`src/common/acpoc_pkg.sv`:
```
package acpoc_pkg;

  localparam int DATA_W = 14;
  localparam int PIPE_DEPTH = 10;
  localparam int FIFO_DEPTH = 32;
  localparam int CLK_PERIOD_NS = 40;

  // register offsets
  localparam logic [7:0] REG_POWER = 8'h08;
  localparam logic [7:0] REG_CLOCK = 8'h09;
  localparam logic [7:0] REG_DIVIDE = 8'h0B;
  localparam logic [7:0] REG_OUTPUT = 8'h14;

  // field positions
  localparam int PWR_LSB = 0;
  localparam int CLK_RETIME_EN_BIT = 0;
  localparam int CLK_LOCKED_BIT = 7;
  localparam int CLK_RATE_OK_BIT = 6;
  localparam int DIV_LSB = 0;
  localparam int OUT_FMT_LSB = 0;
  localparam int OUT_TRISTATE_BIT = 4;
  localparam int OUT_SWING_BIT = 6;

  // reset values
  localparam logic [7:0] POWER_RESET = 8'h00;
  localparam logic [7:0] CLOCK_RESET = 8'h01;
  localparam logic [7:0] DIVIDE_RESET = 8'h00;
  localparam logic [7:0] OUTPUT_RESET = 8'h01;

  typedef enum logic [1:0] {
    ACPOC_PWR_NORMAL = 2'h0,
    ACPOC_PWR_DOWN = 2'h1,
    ACPOC_PWR_STANDBY = 2'h2
  } acpoc_pwr_t;

  typedef enum logic [1:0] {
    ACPOC_FMT_OFFSET = 2'h0,
    ACPOC_FMT_TWOS = 2'h1,
    ACPOC_FMT_GRAY = 2'h2
  } acpoc_fmt_t;

  // timing
  localparam int RELOCK_MIN_NS = 1500;
  localparam int RELOCK_MAX_NS = 5000;
  localparam int RELOCK_CYC = (RELOCK_MIN_NS + CLK_PERIOD_NS - 1) / CLK_PERIOD_NS;
  localparam int STANDBY_WAKE_NS = 1000;
  localparam int STANDBY_WAKE_CYC = (STANDBY_WAKE_NS + CLK_PERIOD_NS - 1) / CLK_PERIOD_NS;
  localparam int DOWN_WAKE_SHIFT = 2;
  localparam int RETIME_MIN_MHZ = 40;
  localparam int RETIME_MAX_PERIOD_NS = 1000 / RETIME_MIN_MHZ;
  localparam int PERIOD_W = 12;
  localparam int WAKE_W = 16;

endpackage

```
`src/logic/acpoc_top.sv`:
```
`timescale 1ns/100ps
`default_nettype none
// What this block does
// - input clock divided by one to eight
// - retimer enabled straight out of reset
// - locked retimer makes half-period high time
// - retimer inoperative below forty megahertz
// - relock wait after rate change
// - unlocked retimer bypassed, raw duty used at divide-by-one
// - power field 01 gives full power-down
// - outputs high impedance during power-down
// - power-down stops clock; wake grows
// - power field 10 gives faster standby
// - standard or reduced output swing select
// - offset binary, twos complement or gray
// - tristate bit four floats data outputs
// - data appears ten sample clocks later
// - new data after each rising edge
// - data clock out drives capture
// - offset binary codes and clipping
// - twos complement default, top bit flipped
module acpoc_top
  import acpoc_pkg::*;
#(
  parameter int DIVIDE_RESET_M1 = 0,
  parameter int RATE_SCALE = 100
) (
  input wire logic clk,
  input wire logic rst_b,
  input wire logic sample_clk_in,
  input wire logic [DATA_W-1:0] core_sample,
  input wire logic reg_wr,
  input wire logic [7:0] reg_addr,
  input wire logic [7:0] reg_wdata,
  output logic [7:0] reg_rdata,
  output logic core_clk_level,
  output logic core_sample_strobe,
  output logic reference_on,
  output logic bias_on,
  output logic awake,
  output logic lvds_reduced_swing,
  output logic [DATA_W-1:0] data_out,
  output logic [DATA_W-1:0] data_out_oe_n,
  output logic sample_capture_clock_out,
  output logic sample_capture_clock_oe_n,
  output logic stream_in_ready,
  output logic stream_valid,
  input wire logic stream_ready,
  output logic [DATA_W-1:0] stream_data
);

  ////////////////////////////////////////////////////////////////////////
  // registers

  logic [1:0] power_mode;
  logic retime_en;
  logic [2:0] divide_m1;
  logic [1:0] out_format;
  logic tristate_n_bit;
  logic swing_bit;
  logic locked;
  logic rate_ok;

  always_ff @(posedge clk or negedge rst_b) begin
    if (!rst_b) begin
      power_mode <= POWER_RESET[PWR_LSB +: 2];
    end else if (reg_wr && reg_addr == REG_POWER) begin
      power_mode <= reg_wdata[PWR_LSB +: 2];
    end
  end

  always_ff @(posedge clk or negedge rst_b) begin
    if (!rst_b) begin
      retime_en <= CLOCK_RESET[CLK_RETIME_EN_BIT];
    end else if (reg_wr && reg_addr == REG_CLOCK) begin
      retime_en <= reg_wdata[CLK_RETIME_EN_BIT];
    end
  end

  always_ff @(posedge clk or negedge rst_b) begin
    if (!rst_b) begin
      divide_m1 <= 3'(DIVIDE_RESET_M1);
    end else if (reg_wr && reg_addr == REG_DIVIDE) begin
      divide_m1 <= reg_wdata[DIV_LSB +: 3];
    end
  end

  always_ff @(posedge clk or negedge rst_b) begin
    if (!rst_b) begin
      out_format <= OUTPUT_RESET[OUT_FMT_LSB +: 2];
      tristate_n_bit <= OUTPUT_RESET[OUT_TRISTATE_BIT];
      swing_bit <= OUTPUT_RESET[OUT_SWING_BIT];
    end else if (reg_wr && reg_addr == REG_OUTPUT) begin
      out_format <= reg_wdata[OUT_FMT_LSB +: 2];
      tristate_n_bit <= reg_wdata[OUT_TRISTATE_BIT];
      swing_bit <= reg_wdata[OUT_SWING_BIT];
    end
  end

  always_ff @(posedge clk or negedge rst_b) begin
    if (!rst_b) begin
      reg_rdata <= 8'h00;
    end else begin
      case (reg_addr)
        REG_POWER: reg_rdata <= {6'h00, power_mode};
        REG_CLOCK: reg_rdata <= {locked, rate_ok, 5'h00, retime_en};
        REG_DIVIDE: reg_rdata <= {5'h00, divide_m1};
        REG_OUTPUT: reg_rdata <= {1'b0, swing_bit, 1'b0, tristate_n_bit,
                                  2'h0, out_format};
        default: reg_rdata <= 8'h00;
      endcase
    end
  end

  assign lvds_reduced_swing = swing_bit;

  ////////////////////////////////////////////////////////////////////////
  // power modes

  logic clock_run;
  logic [WAKE_W-1:0] down_time;
  logic [WAKE_W-1:0] wake_cnt;
  logic [1:0] prev_mode;

  always_comb begin
    case (power_mode)
      ACPOC_PWR_DOWN: begin
        clock_run = 1'b0;
        reference_on = 1'b0;
        bias_on = 1'b0;
      end
      ACPOC_PWR_STANDBY: begin
        clock_run = 1'b0;
        reference_on = 1'b1;
        bias_on = 1'b0;
      end
      default: begin
        clock_run = 1'b1;
        reference_on = 1'b1;
        bias_on = 1'b1;
      end
    endcase
  end

  always_ff @(posedge clk or negedge rst_b) begin
    if (!rst_b) begin
      down_time <= '0;
    end else if (power_mode == ACPOC_PWR_DOWN) begin
      if (down_time != '1) begin
        down_time <= down_time + 1'b1;
      end
    end else if (wake_cnt == '0) begin
      down_time <= '0;
    end
  end

  always_ff @(posedge clk or negedge rst_b) begin
    if (!rst_b) begin
      prev_mode <= ACPOC_PWR_NORMAL;
    end else begin
      prev_mode <= power_mode;
    end
  end

  // standby wakes in a fixed short time
  always_ff @(posedge clk or negedge rst_b) begin
    if (!rst_b) begin
      wake_cnt <= '0;
    end else if (!clock_run) begin
      wake_cnt <= '0;
    end else if (prev_mode == ACPOC_PWR_DOWN) begin
      wake_cnt <= WAKE_W'(STANDBY_WAKE_CYC) + (down_time >> DOWN_WAKE_SHIFT);
    end else if (prev_mode == ACPOC_PWR_STANDBY) begin
      wake_cnt <= WAKE_W'(STANDBY_WAKE_CYC);
    end else if (wake_cnt != '0) begin
      wake_cnt <= wake_cnt - 1'b1;
    end
  end

  assign awake = clock_run && (wake_cnt == '0) && (prev_mode == power_mode);

  ////////////////////////////////////////////////////////////////////////
  // clock divider and duty retimer

  logic div_edge;
  logic div_level;
  logic [PERIOD_W-1:0] period_cnt;
  logic [PERIOD_W-1:0] period;
  logic [PERIOD_W-1:0] phase;
  logic [WAKE_W-1:0] relock_cnt;
  logic [2:0] prev_div;

  acpoc_divider u_div (
    .clk(clk),
    .rst_b(rst_b),
    .sample_clk_in(sample_clk_in),
    .run(clock_run),
    .ratio_m1(divide_m1),
    .div_edge(div_edge),
    .div_level(div_level)
  );

  always_ff @(posedge clk or negedge rst_b) begin
    if (!rst_b) begin
      period_cnt <= '0;
      period <= '0;
      phase <= '0;
      prev_div <= 3'h0;
    end else begin
      prev_div <= divide_m1;
      if (div_edge) begin
        period_cnt <= PERIOD_W'(1);
        period <= period_cnt;
        phase <= '0;
      end else begin
        if (period_cnt != '1) begin
          period_cnt <= period_cnt + 1'b1;
        end
        if (phase != '1) begin
          phase <= phase + 1'b1;
        end
      end
    end
  end

  // scaled period check against 40 MHz
  assign rate_ok = (32'(period) * 32'(CLK_PERIOD_NS)) <=
                   (32'(RETIME_MAX_PERIOD_NS) * 32'(RATE_SCALE));

  // relock wait after any rate change
  always_ff @(posedge clk or negedge rst_b) begin
    if (!rst_b) begin
      relock_cnt <= WAKE_W'(RELOCK_CYC);
    end else if (!clock_run || !retime_en || !rate_ok || prev_div != divide_m1 ||
                 (div_edge && period_cnt != period)) begin
      relock_cnt <= WAKE_W'(RELOCK_CYC);
    end else if (relock_cnt != '0) begin
      relock_cnt <= relock_cnt - 1'b1;
    end
  end

  assign locked = (relock_cnt == '0) && retime_en && rate_ok && clock_run;

  // regenerated falling edge at half period
  always_comb begin
    if (locked) begin
      // edge cycle counts as the first high cycle; extra bit stops wrap
      core_clk_level = div_edge || (({1'b0, phase} + 1'b1) < {1'b0, period >> 1});
    end else begin
      core_clk_level = div_level;
    end
  end

  assign core_sample_strobe = div_edge;

  ////////////////////////////////////////////////////////////////////////
  // pipeline and output coding

  logic [DATA_W-1:0] pipe [PIPE_DEPTH];
  logic [DATA_W-1:0] next_code;
  logic [DATA_W-1:0] ob;

  generate
    for (genvar i = 0; i < PIPE_DEPTH; i++) begin : g_pipe
      always_ff @(posedge clk or negedge rst_b) begin
        if (!rst_b) begin
          pipe[i] <= '0;
        end else if (div_edge) begin
          pipe[i] <= (i == 0) ? core_sample : pipe[(i == 0) ? 0 : i - 1];
        end
      end
    end
  endgenerate

  // core word is offset binary, clipped
  assign ob = pipe[PIPE_DEPTH-1];

  always_comb begin
    case (out_format)
      ACPOC_FMT_OFFSET: next_code = ob;
      ACPOC_FMT_GRAY: next_code = ob ^ (ob >> 1);
      default: next_code = {~ob[DATA_W-1], ob[DATA_W-2:0]};
    endcase
  end

  logic drive;

  assign drive = awake && !tristate_n_bit;

  // launch one cycle after rising edge
  always_ff @(posedge clk or negedge rst_b) begin
    if (!rst_b) begin
      data_out <= '0;
    end else if (div_edge) begin
      data_out <= next_code;
    end
  end

  always_ff @(posedge clk or negedge rst_b) begin
    if (!rst_b) begin
      sample_capture_clock_out <= 1'b0;
      data_out_oe_n <= '1;
      sample_capture_clock_oe_n <= 1'b1;
    end else begin
      sample_capture_clock_out <= core_clk_level;
      data_out_oe_n <= {DATA_W{!drive}};
      sample_capture_clock_oe_n <= !drive;
    end
  end

  ////////////////////////////////////////////////////////////////////////
  // buffered copy of the output stream; a full buffer drops the
  // sample and shows it on stream_in_ready, since the converter
  // core cannot be stalled

  acpoc_fifo #(
    .WIDTH(DATA_W),
    .DEPTH(FIFO_DEPTH)
  ) u_fifo (
    .clk(clk),
    .rst_b(rst_b),
    .in_valid(div_edge && awake),
    .in_ready(stream_in_ready),
    .in_data(next_code),
    .out_valid(stream_valid),
    .out_ready(stream_ready),
    .out_data(stream_data)
  );

endmodule
`default_nettype wire

```
`src/logic/acpoc_fifo.sv`:
```
`timescale 1ns/100ps
`default_nettype none
module acpoc_fifo #(
  parameter int WIDTH = 14,
  parameter int DEPTH = 32
) (
  input wire logic clk,
  input wire logic rst_b,
  input wire logic in_valid,
  output logic in_ready,
  input wire logic [WIDTH-1:0] in_data,
  output logic out_valid,
  input wire logic out_ready,
  output logic [WIDTH-1:0] out_data
);

  localparam int AW = $clog2(DEPTH);

  logic [WIDTH-1:0] mem [DEPTH];
  logic [AW-1:0] wr_ptr;
  logic [AW-1:0] rd_ptr;
  logic [AW:0] count;
  logic push;
  logic pop;

  ////////////////////////////////////////////////////////////////////////
  assign in_ready = (count != DEPTH[AW:0]);
  assign push = in_valid && in_ready;
  // output stage refills when empty or being taken
  assign pop = (count != '0) && (!out_valid || out_ready);

  always_ff @(posedge clk) begin
    if (push) begin
      mem[wr_ptr] <= in_data;
    end
  end

  always_ff @(posedge clk or negedge rst_b) begin
    if (!rst_b) begin
      wr_ptr <= '0;
      rd_ptr <= '0;
      count <= '0;
    end else begin
      if (push) begin
        wr_ptr <= wr_ptr + 1'b1;
      end
      if (pop) begin
        rd_ptr <= rd_ptr + 1'b1;
      end
      count <= count + {{AW{1'b0}}, push} - {{AW{1'b0}}, pop};
    end
  end

  // read data from a register
  always_ff @(posedge clk or negedge rst_b) begin
    if (!rst_b) begin
      out_valid <= 1'b0;
      out_data <= '0;
    end else if (pop) begin
      out_valid <= 1'b1;
      out_data <= mem[rd_ptr];
    end else if (out_ready) begin
      out_valid <= 1'b0;
    end
  end

endmodule
`default_nettype wire

```
`src/logic/acpoc_divider.sv`:
```
`timescale 1ns/100ps
`default_nettype none
module acpoc_divider
  import acpoc_pkg::*;
(
  input wire logic clk,
  input wire logic rst_b,
  input wire logic sample_clk_in,
  input wire logic run,
  input wire logic [2:0] ratio_m1,
  output logic div_edge,
  output logic div_level
);

  logic clk_in_d;
  logic [2:0] cnt;
  logic in_rise;
  logic [2:0] half;

  ////////////////////////////////////////////////////////////////////////
  assign in_rise = sample_clk_in && !clk_in_d;
  assign half = 3'(({1'b0, ratio_m1} + 4'h1) >> 1);

  always_ff @(posedge clk or negedge rst_b) begin
    if (!rst_b) begin
      clk_in_d <= 1'b0;
    end else begin
      clk_in_d <= sample_clk_in;
    end
  end

  always_ff @(posedge clk or negedge rst_b) begin
    if (!rst_b) begin
      cnt <= 3'h0;
    end else if (!run) begin
      cnt <= 3'h0;
    end else if (in_rise) begin
      cnt <= (cnt >= ratio_m1) ? 3'h0 : cnt + 3'h1;
    end
  end

  assign div_edge = run && in_rise && (cnt == 3'h0);

  // ratio one passes the raw duty cycle on
  always_comb begin
    if (!run) begin
      div_level = 1'b0;
    end else if (ratio_m1 == 3'h0) begin
      div_level = sample_clk_in;
    end else begin
      div_level = div_edge || (cnt != 3'h0 && cnt < half);
    end
  end

endmodule
`default_nettype wire

```
`config.mk`:
```
export PLATFORM = sky130hd
export DESIGN_NAME = acpoc_top
export DESIGN_NICKNAME = d
export VERILOG_FILES = /design/src/common/acpoc_pkg.sv /design/src/logic/acpoc_top.sv /design/src/logic/acpoc_fifo.sv /design/src/logic/acpoc_divider.sv
export SDC_FILE = /design/constraint.sdc
export NUM_CORES = 1
export LEC_CHECK = 0
export BUFFER_PORTS_ARGS = -buffer_cell sky130_fd_sc_hd__buf_2
export CAP_MARGIN = 20
export CORE_ASPECT_RATIO = 0.7
export CORE_MARGIN = 5
export CORE_UTILIZATION = 55
export CTS_BUF_LIST = sky130_fd_sc_hd__clkbuf_4
export CTS_CLUSTER_SIZE = 12
export DETAILED_ROUTE_END_ITERATION = 7
export PLACE_DENSITY = 0.72
export SETUP_SLACK_MARGIN = 0.4
export SYNTH_ARGS = -nofsm -noshare
export SYNTH_HDL_FRONTEND = slang
export SYNTH_SLANG_ARGS = --single-unit
```
`constraint.sdc`:
```
create_clock -name clk -period 7.4 [get_ports clk]
set_input_delay 2.22 -clock clk [delete_from_list [all_inputs] [get_ports clk]]
set_output_delay 2.22 -clock clk [all_outputs]
set_load 0.02 [all_outputs]
```
======== Yosys cells after proc, flatten, opt, wreduce, memory -nomap -nowiden ========
Memory sizes are Yosys's and may differ from the RTL's. A register that Yosys moved wholly into a read port is not among the register bits.
Index checks and enable logic that the tools add are counted.
operators by class
  add/subtract/negate cells ............... 13
  multiply operators ...................... 1
  order comparisons ....................... 4
  equal/unequal tests ..................... 17
  multiplexer cells ....................... 27
  bitwise operators ....................... 2
  reduce and logical (&&, ||, !) cells .... 50
operators by type and width
  kind                                                                                 number
  16-bit 2-to-1 mux                                                                    9
  12-bit 2-to-1 mux                                                                    4
  16-bit logical NOT                                                                   2
  8-bit one-hot mux with 4 select lines                                                1
  16-bit nonzero test                                                                  2
  16-bit by 1-bit subtractor with 16-bit output (second input constant)                2
  14-bit one-hot mux with 2 select lines                                               1
  12-bit by 1-bit adder with 12-bit output (second input constant)                     2
  8-bit by 4-bit == test with 1-bit output (second input constant)                     3
  12-bit != test (second input constant)                                               2
  18-bit by 12-bit less-or-equal comparator with 1-bit output (second input constant)  1
  1-bit logical AND                                                                    18
  16-bit by 1-bit adder with 16-bit output (second input constant)                     1
  16-bit != test (second input constant)                                               1
  5-bit by 14-bit adder with 15-bit output (first input constant)                      1
  12-bit by 3-bit multiplier with 15-bit output (second input constant)                1
  14-bit by 13-bit XOR with 14-bit output                                              1
  12-bit by 1-bit adder with 13-bit output (second input constant)                     1
  13-bit by 11-bit < comparator with 1-bit output                                      1
  12-bit != test                                                                       1
  2-bit nonzero test                                                                   6
  5-bit by 1-bit adder with 5-bit output (second input constant)                       2
  1-bit 2-to-1 mux                                                                     9
  3-bit 2-to-1 mux                                                                     3
  other kinds (23)                                                                     39
word-level totals
  register bits ........................... 285
  RAM bits ................................ 448
  input port bits ......................... 35
  memories kept ........................... 1
memory list
  memory      depth  width  read ports  clocked after memory_dff  wr ports  line              source
  u_fifo.mem  32     14     1           1                         1         acpoc_fifo.sv:19  logic [WIDTH-1:0] mem [DEPTH];

======== Longest topological paths before layout ========
  word-level depth ........................ 9
  mapped depth ............................ 17
  mapped depth without buffers ............ 15

======== Hierarchy ========
A second synthesis with hierarchy kept.
second synthesis, totals
  cells, all modules ...................... 2055
  area total of the unflattened synthesis .. 31566.5 um^2
modules (own cells, without submodules)
  module         instances  cells each  area an instance (um^2)  seq. area each (um^2)
  acpoc_fifo     1          964         18679.2                  14228.6
  acpoc_top      1          1044        12468.2                  6538.8
  acpoc_divider  1          47          419.2                    100.1

======== Worst setup path before layout ========
OpenSTA, ideal clock, no wires.
  path type ............................... input -> output
  start ................................... in sample_clk_in
  end ..................................... out core_clk_level
  arrival time ............................ 3.688 ns
  path slack .............................. 1.492 ns
  stages on the path ...................... 8
  path buffers ............................ 3
  path through ............................ nand3b_1 nand2b_1 clkbuf_1 inv_1 clkbuf_1 clkbuf_1 a31oi_1 mux2i_1
on the way
  word-level cells in the longest chain between the ends .. 7
  elaborated cells between the ends (all ways) .. 8
  those cells by class .................... mux: 3; reduce/logical: 5
RTL lines
  item                            line                 source
  from (decl)                     acpoc_top.sv:30      input wire logic sample_clk_in,
  1-bit logical AND               acpoc_divider.sv:21  assign in_rise = sample_clk_in && !clk_in_d;
  1-bit logical AND (2 in a row)  acpoc_divider.sv:42  assign div_edge = run && in_rise && (cnt == 3'h0);
  1-bit logical OR                acpoc_divider.sv:51  div_level = div_edge || (cnt != 3'h0 && cnt < half);
  1-bit 2-to-1 mux                acpoc_divider.sv:48  end else if (ratio_m1 == 3'h0) begin
  1-bit 2-to-1 mux                acpoc_divider.sv:46  if (!run) begin
  1-bit 2-to-1 mux *              acpoc_top.sv:246     if (locked) begin
  to (decl)                       acpoc_top.sv:36      output logic core_clk_level,
Mark *: on every way between the ends. The rest lies on a longest branch, timed or not.

======== Worst setup path in the final report ========
  start ................................... reg period[1]
  end ..................................... out core_clk_level
on the way
  word-level cells in the longest chain between the ends .. 5
  elaborated cells between the ends (all ways) .. 7
  those cells by class .................... mul: 1; order compare: 2; mux: 1; reduce/logical: 3
RTL lines
  item                                                         line              source
  from (decl)                                                  acpoc_top.sv:188  logic [PERIOD_W-1:0] period;
  from (signal assigned)                                       acpoc_top.sv:213  period <= period_cnt;
  12-bit by 3-bit multiplier with 15-bit output                acpoc_top.sv:227  assign rate_ok = (32'(period) * 32'(CLK_PERIOD_NS)) <=
  18-bit by 12-bit less-or-equal comparator with 1-bit output  acpoc_top.sv:227
  1-bit logical AND (2 in a row)                               acpoc_top.sv:242  assign locked = (relock_cnt == '0) && retime_en && rate_ok && clock_run;
  1-bit 2-to-1 mux *                                           acpoc_top.sv:246
Marks and branches as above.

==> impl_metrics.csv <==
group,metric,value,unit
place,dp_hpwl,40900,um
logic_synthesis,post_synth_fa_ha_maj_area_fraction,2.61,%
die,floorplan.core_area,56500,um2
clock_tree,post_cts_buffers,0,
final_layout,area_overhead_of_the_layout_relative_to_synthesis,11.9,%
routing,drt-wirelength-per-cell,20.3,um
global_routing,grt_start_max_net_pins,116,
final_layout,most-common-layout-cells,"sky130_fd_sc_hd__nand2_1, sky130_fd_sc_hd__edfxtp_1, sky130_fd_sc_hd__dfrtp_1",
clock_tree,cts-htree-levels,4,
global_routing,globalRouteOverflowTotal,0,
logic_synthesis,yosys_most_used_dff,"sky130_fd_sc_hd__edfxtp_1",
logic_synthesis,netlist.area_leader.share,43.0,%
routing,finalWirelength,67200,um
sta,timing.final.crit_period,6.50,ns
die,num_rows,73,
final_layout,fill_cells,4199,
sta,final_hold_vio_count,0,
logic_synthesis,yosysSeqAreaShare,66.7,%
logic_synthesis,post-synth-top-area-cell,"sky130_fd_sc_hd__edfxtp_1",
job,cap_viol_max_count,0,
logic_synthesis,synth_top_family_by_area,"multiplexers",
die,initial_core_util,55.3,%
logic_synthesis,yosys-top-cells-area,"sky130_fd_sc_hd__edfxtp_1, sky130_fd_sc_hd__dfrtp_1, sky130_fd_sc_hd__mux4_2",
pwr,ir_worst_vdd,0.337,mV
pwr,power_density,334,nW/um2
sta,setup_repair_after_global_routing_missed_its_margin,"no",
global_routing,grt_pass1_vias,18600,
logic_synthesis,async_flop_share,39.8,%
setup_path,worst-endpoint-arrival,4.28,ns
hold_path,worst_hold_path_type,"reg2reg",
logic_synthesis,synthCells,2218,
global_routing,grt_first_pass_wirelength,106000,um
logic_synthesis,synth_simple_gate_area_share,11.1,%
pwr,total_leakage_power,14.6,nW
logic_synthesis,synthesis.area_per_instance,14.1,um2
setup_path,setup.worst_path.start_class,"flop",
clock_tree,clk_latency,1.05,ns
sta,tightest_slew,1.11,ns
clock_tree,worst_setup_hold_path_clk_slew,0.07,ns
sta,crit_share_post_route,87.8,%
logic_synthesis,synth_compound_area_share,2.90,%
setup_path,cp-end-kind,"primary output",
logic_synthesis,summed_instance_area_of_the_synthesized_netlist,31300,um2
sta,drv_slew,0,
logic_synthesis,post_synth_xor_area_fraction,3.00,%
sta,clock-skew-final,0.0875,ns
logic_synthesis,post_synth_num_cell_types,73,
logic_synthesis,synth_edf_count,448,
die,die_h,210,um
setup_path,critPathMaxFanout,5,
die,num_io_pins,95,
routing,ant_nets,0,
final_layout,post_route_cells_drive_above_1_share,24.4,%
final_layout,final_nets,2520,
clock_tree,cts.path.max_buffers,3,
routing,first_iter_violations,1847,
clock_tree,hold_buffers,0,
die,dieWidth,295,um
routing,route.detailed.drc,0,
sta,finalSetupViolCount,0,
routing,routed-via-count,18600,
place,routabilityCongestion,0.843,
routing,routed_via_density,5.61,
logic_synthesis,synth.ff_latch_count,744,
run_status,status,"finished clean",
clock_tree,clock_tree.root_cell,"sky130_fd_sc_hd__clkbuf_4",
clock_tree,cts_tree,"yes",
clock_tree,cts.repair.resized,0,
global_routing,grt_antenna_before_repair,4,
clock_tree,cts_sinks,744,
clock_tree,cts_made_buffers,172,
logic_synthesis,muxShareOfSynthArea,11.3,%
final_layout,leading_cell_type_in_the_layout_fill_and_taps_excluded,"sky130_fd_sc_hd__nand2_1",
global_routing,grtUsageTotal,22.3,%
setup_path,worstPathRequired,5.18,ns
sta,max_freq,154,MHz
place,place.port_buffers,89,
die,dieArea,61800,um2
setup_path,path_class,"reg2out",
sta,max_slew_margin,25.8,%
logic_synthesis,synthesis.yosys.warnings,0,
place,placed_cells,2997,
final_layout,instances_no_fill,3316,
routing,number_of_search_and_repair_iterations_in_the_first_detailed_routing_pass,5,
sta,fin_setup_tns,0,ns
## routing by layer
layer	track usage [%]	vias to the layer above	share of wire, %
met5	0	-	0
met4	7.08	0	1.9
met3	5.55	114	8.7
met2	32.2	651	45
met1	33.8	9355	44
li1	-	8488	-
## kinds of logic after synthesis
group | Yosys count
xor+xnor | 107
buf+inv | 172
fa+ha+maj | 64
simple gates | 811
compound gates | 143
mux | 176
flops | 744
other cells | 1
## registers in the layout, summed over array words and instances (netlist names), 2 cells and up
name	flops
phase	12
data_out	14
power_mode	2
u_fifo.rd_ptr	5
prev_mode	2
u_fifo.out_data	14
down_time	16
u_fifo.count	6
ob	14
u_fifo.wr_ptr	5
u_fifo.mem	448
reg_rdata	6
relock_cnt	16
u_div.cnt	3
period_cnt	12
wake_cnt	16
divide_m1	3
pipe	126
period	12
prev_div	3
out_format	2
## worst paths after layout
path / startpoint / endpoint / slack (ns) / cells past startpoint
worst max-delay path: period[1]$_DFFE_PN0P_ / core_clk_level / 0.90 / 11
worst min-delay path: pipe[43]$_DFFE_PN0P_ / pipe[29]$_DFFE_PN0P_ / 0.44 / 2
worst max register to register: power_mode[1]$_DFFE_PN0P_ / u_fifo.mem[24][3]$_DFFE_PP_ / 3.19 / 10
worst min register to register: pipe[43]$_DFFE_PN0P_ / pipe[29]$_DFFE_PN0P_ / 0.44 / 2
max in group asynchronous: rst_b / u_fifo.out_data[10]$_DFFE_PN0P_ / 4.88 / 2
min in group asynchronous: rst_b / pipe[96]$_DFFE_PN0P_ / 1.18 / 1
## stage by stage
| step | cell area (um2) | util, % | total power [mW] | hold slack [ns] | setup slack (ns) |
|---|---|---|---|---|---|
| 2_1_floorplan | 31300 | - | 7.43 | 0.426 | 1.49 |
| 3_3_place_gp | 32700 | 57.9 | 8.40 | 0.448 | 1.50 |
| 3_5_place_dp | 32700 | 57.9 | 8.50 | 0.448 | 1.46 |
| 4_1_cts | 35000 | 61.9 | 11.8 | 0.441 | 0.763 |
| 5_1_grt | 35000 | 61.9 | 12.3 | 0.448 | 0.688 |
| 6_report | 35000 | 61.9 | 11.7 | 0.437 | 0.902 |
## worst max-delay path, stage by stage (launching register included)
cell and delay (ns):
sky130_fd_sc_hd__dfrtp_1 0.46, sky130_fd_sc_hd__ha_1 0.34, sky130_fd_sc_hd__ha_1 0.23, sky130_fd_sc_hd__fa_1 0.41
sky130_fd_sc_hd__a21o_1 0.20, sky130_fd_sc_hd__a21oi_1 0.25, sky130_fd_sc_hd__o21ai_0 0.17, sky130_fd_sc_hd__xor2_1 0.19
sky130_fd_sc_hd__nor4_4 0.28, sky130_fd_sc_hd__and3b_1 0.27, sky130_fd_sc_hd__mux2i_1 0.26, sky130_fd_sc_hd__buf_2 0.20
## power breakdown
group	internal (mW)	switching, mW	total [mW]	leakage, nW
Clock	1.68	1.61	3.29	1.34
Sequential	4.97	0.397	5.37	8.02
Combinational	1.32	1.70	3.02	5.22
Total	7.97	3.71	11.7	14.6
## synthesized netlist by cell type (6+ instances only)
cell type	instances
sky130_fd_sc_hd__xor2_1	52
sky130_fd_sc_hd__a22oi_1	9
sky130_fd_sc_hd__nand4_1	19
sky130_fd_sc_hd__nand2_1	547
sky130_fd_sc_hd__dfstp_2	6
sky130_fd_sc_hd__o21ai_0	30
sky130_fd_sc_hd__or2_2	6
sky130_fd_sc_hd__dfrtp_1	290
sky130_fd_sc_hd__a21o_1	8
sky130_fd_sc_hd__inv_1	54
sky130_fd_sc_hd__ha_1	62
sky130_fd_sc_hd__xnor2_1	55
sky130_fd_sc_hd__mux2i_1	23
sky130_fd_sc_hd__clkbuf_1	81
sky130_fd_sc_hd__nand3_1	28
sky130_fd_sc_hd__o31ai_1	6
sky130_fd_sc_hd__edfxtp_1	448
sky130_fd_sc_hd__nor3_1	16
sky130_fd_sc_hd__buf_4	19
sky130_fd_sc_hd__o211ai_1	8
sky130_fd_sc_hd__nor4_1	12
sky130_fd_sc_hd__mux2_2	13
sky130_fd_sc_hd__a31oi_1	8
sky130_fd_sc_hd__a21oi_1	44
sky130_fd_sc_hd__mux4_2	140
sky130_fd_sc_hd__and3_1	9
sky130_fd_sc_hd__or3_1	7
sky130_fd_sc_hd__buf_2	12
sky130_fd_sc_hd__nor2_1	116
## area by class of cell
type                            count  area [um2]  share of cell area (%)
Clock inverter                     54         300                   0.858
Sequential cell                   744       20900                    59.7
Inverter                           54         208                   0.593
Tap cell                          750         938                    2.68
Timing Repair Buffer              146         908                    2.60
Antenna cell                        6        15.0                  0.0429
Clock buffer                      259        1940                    5.56
Multi-Input combinational cell   1303        9810                    28.0
(Power assumes the default switching activity.)
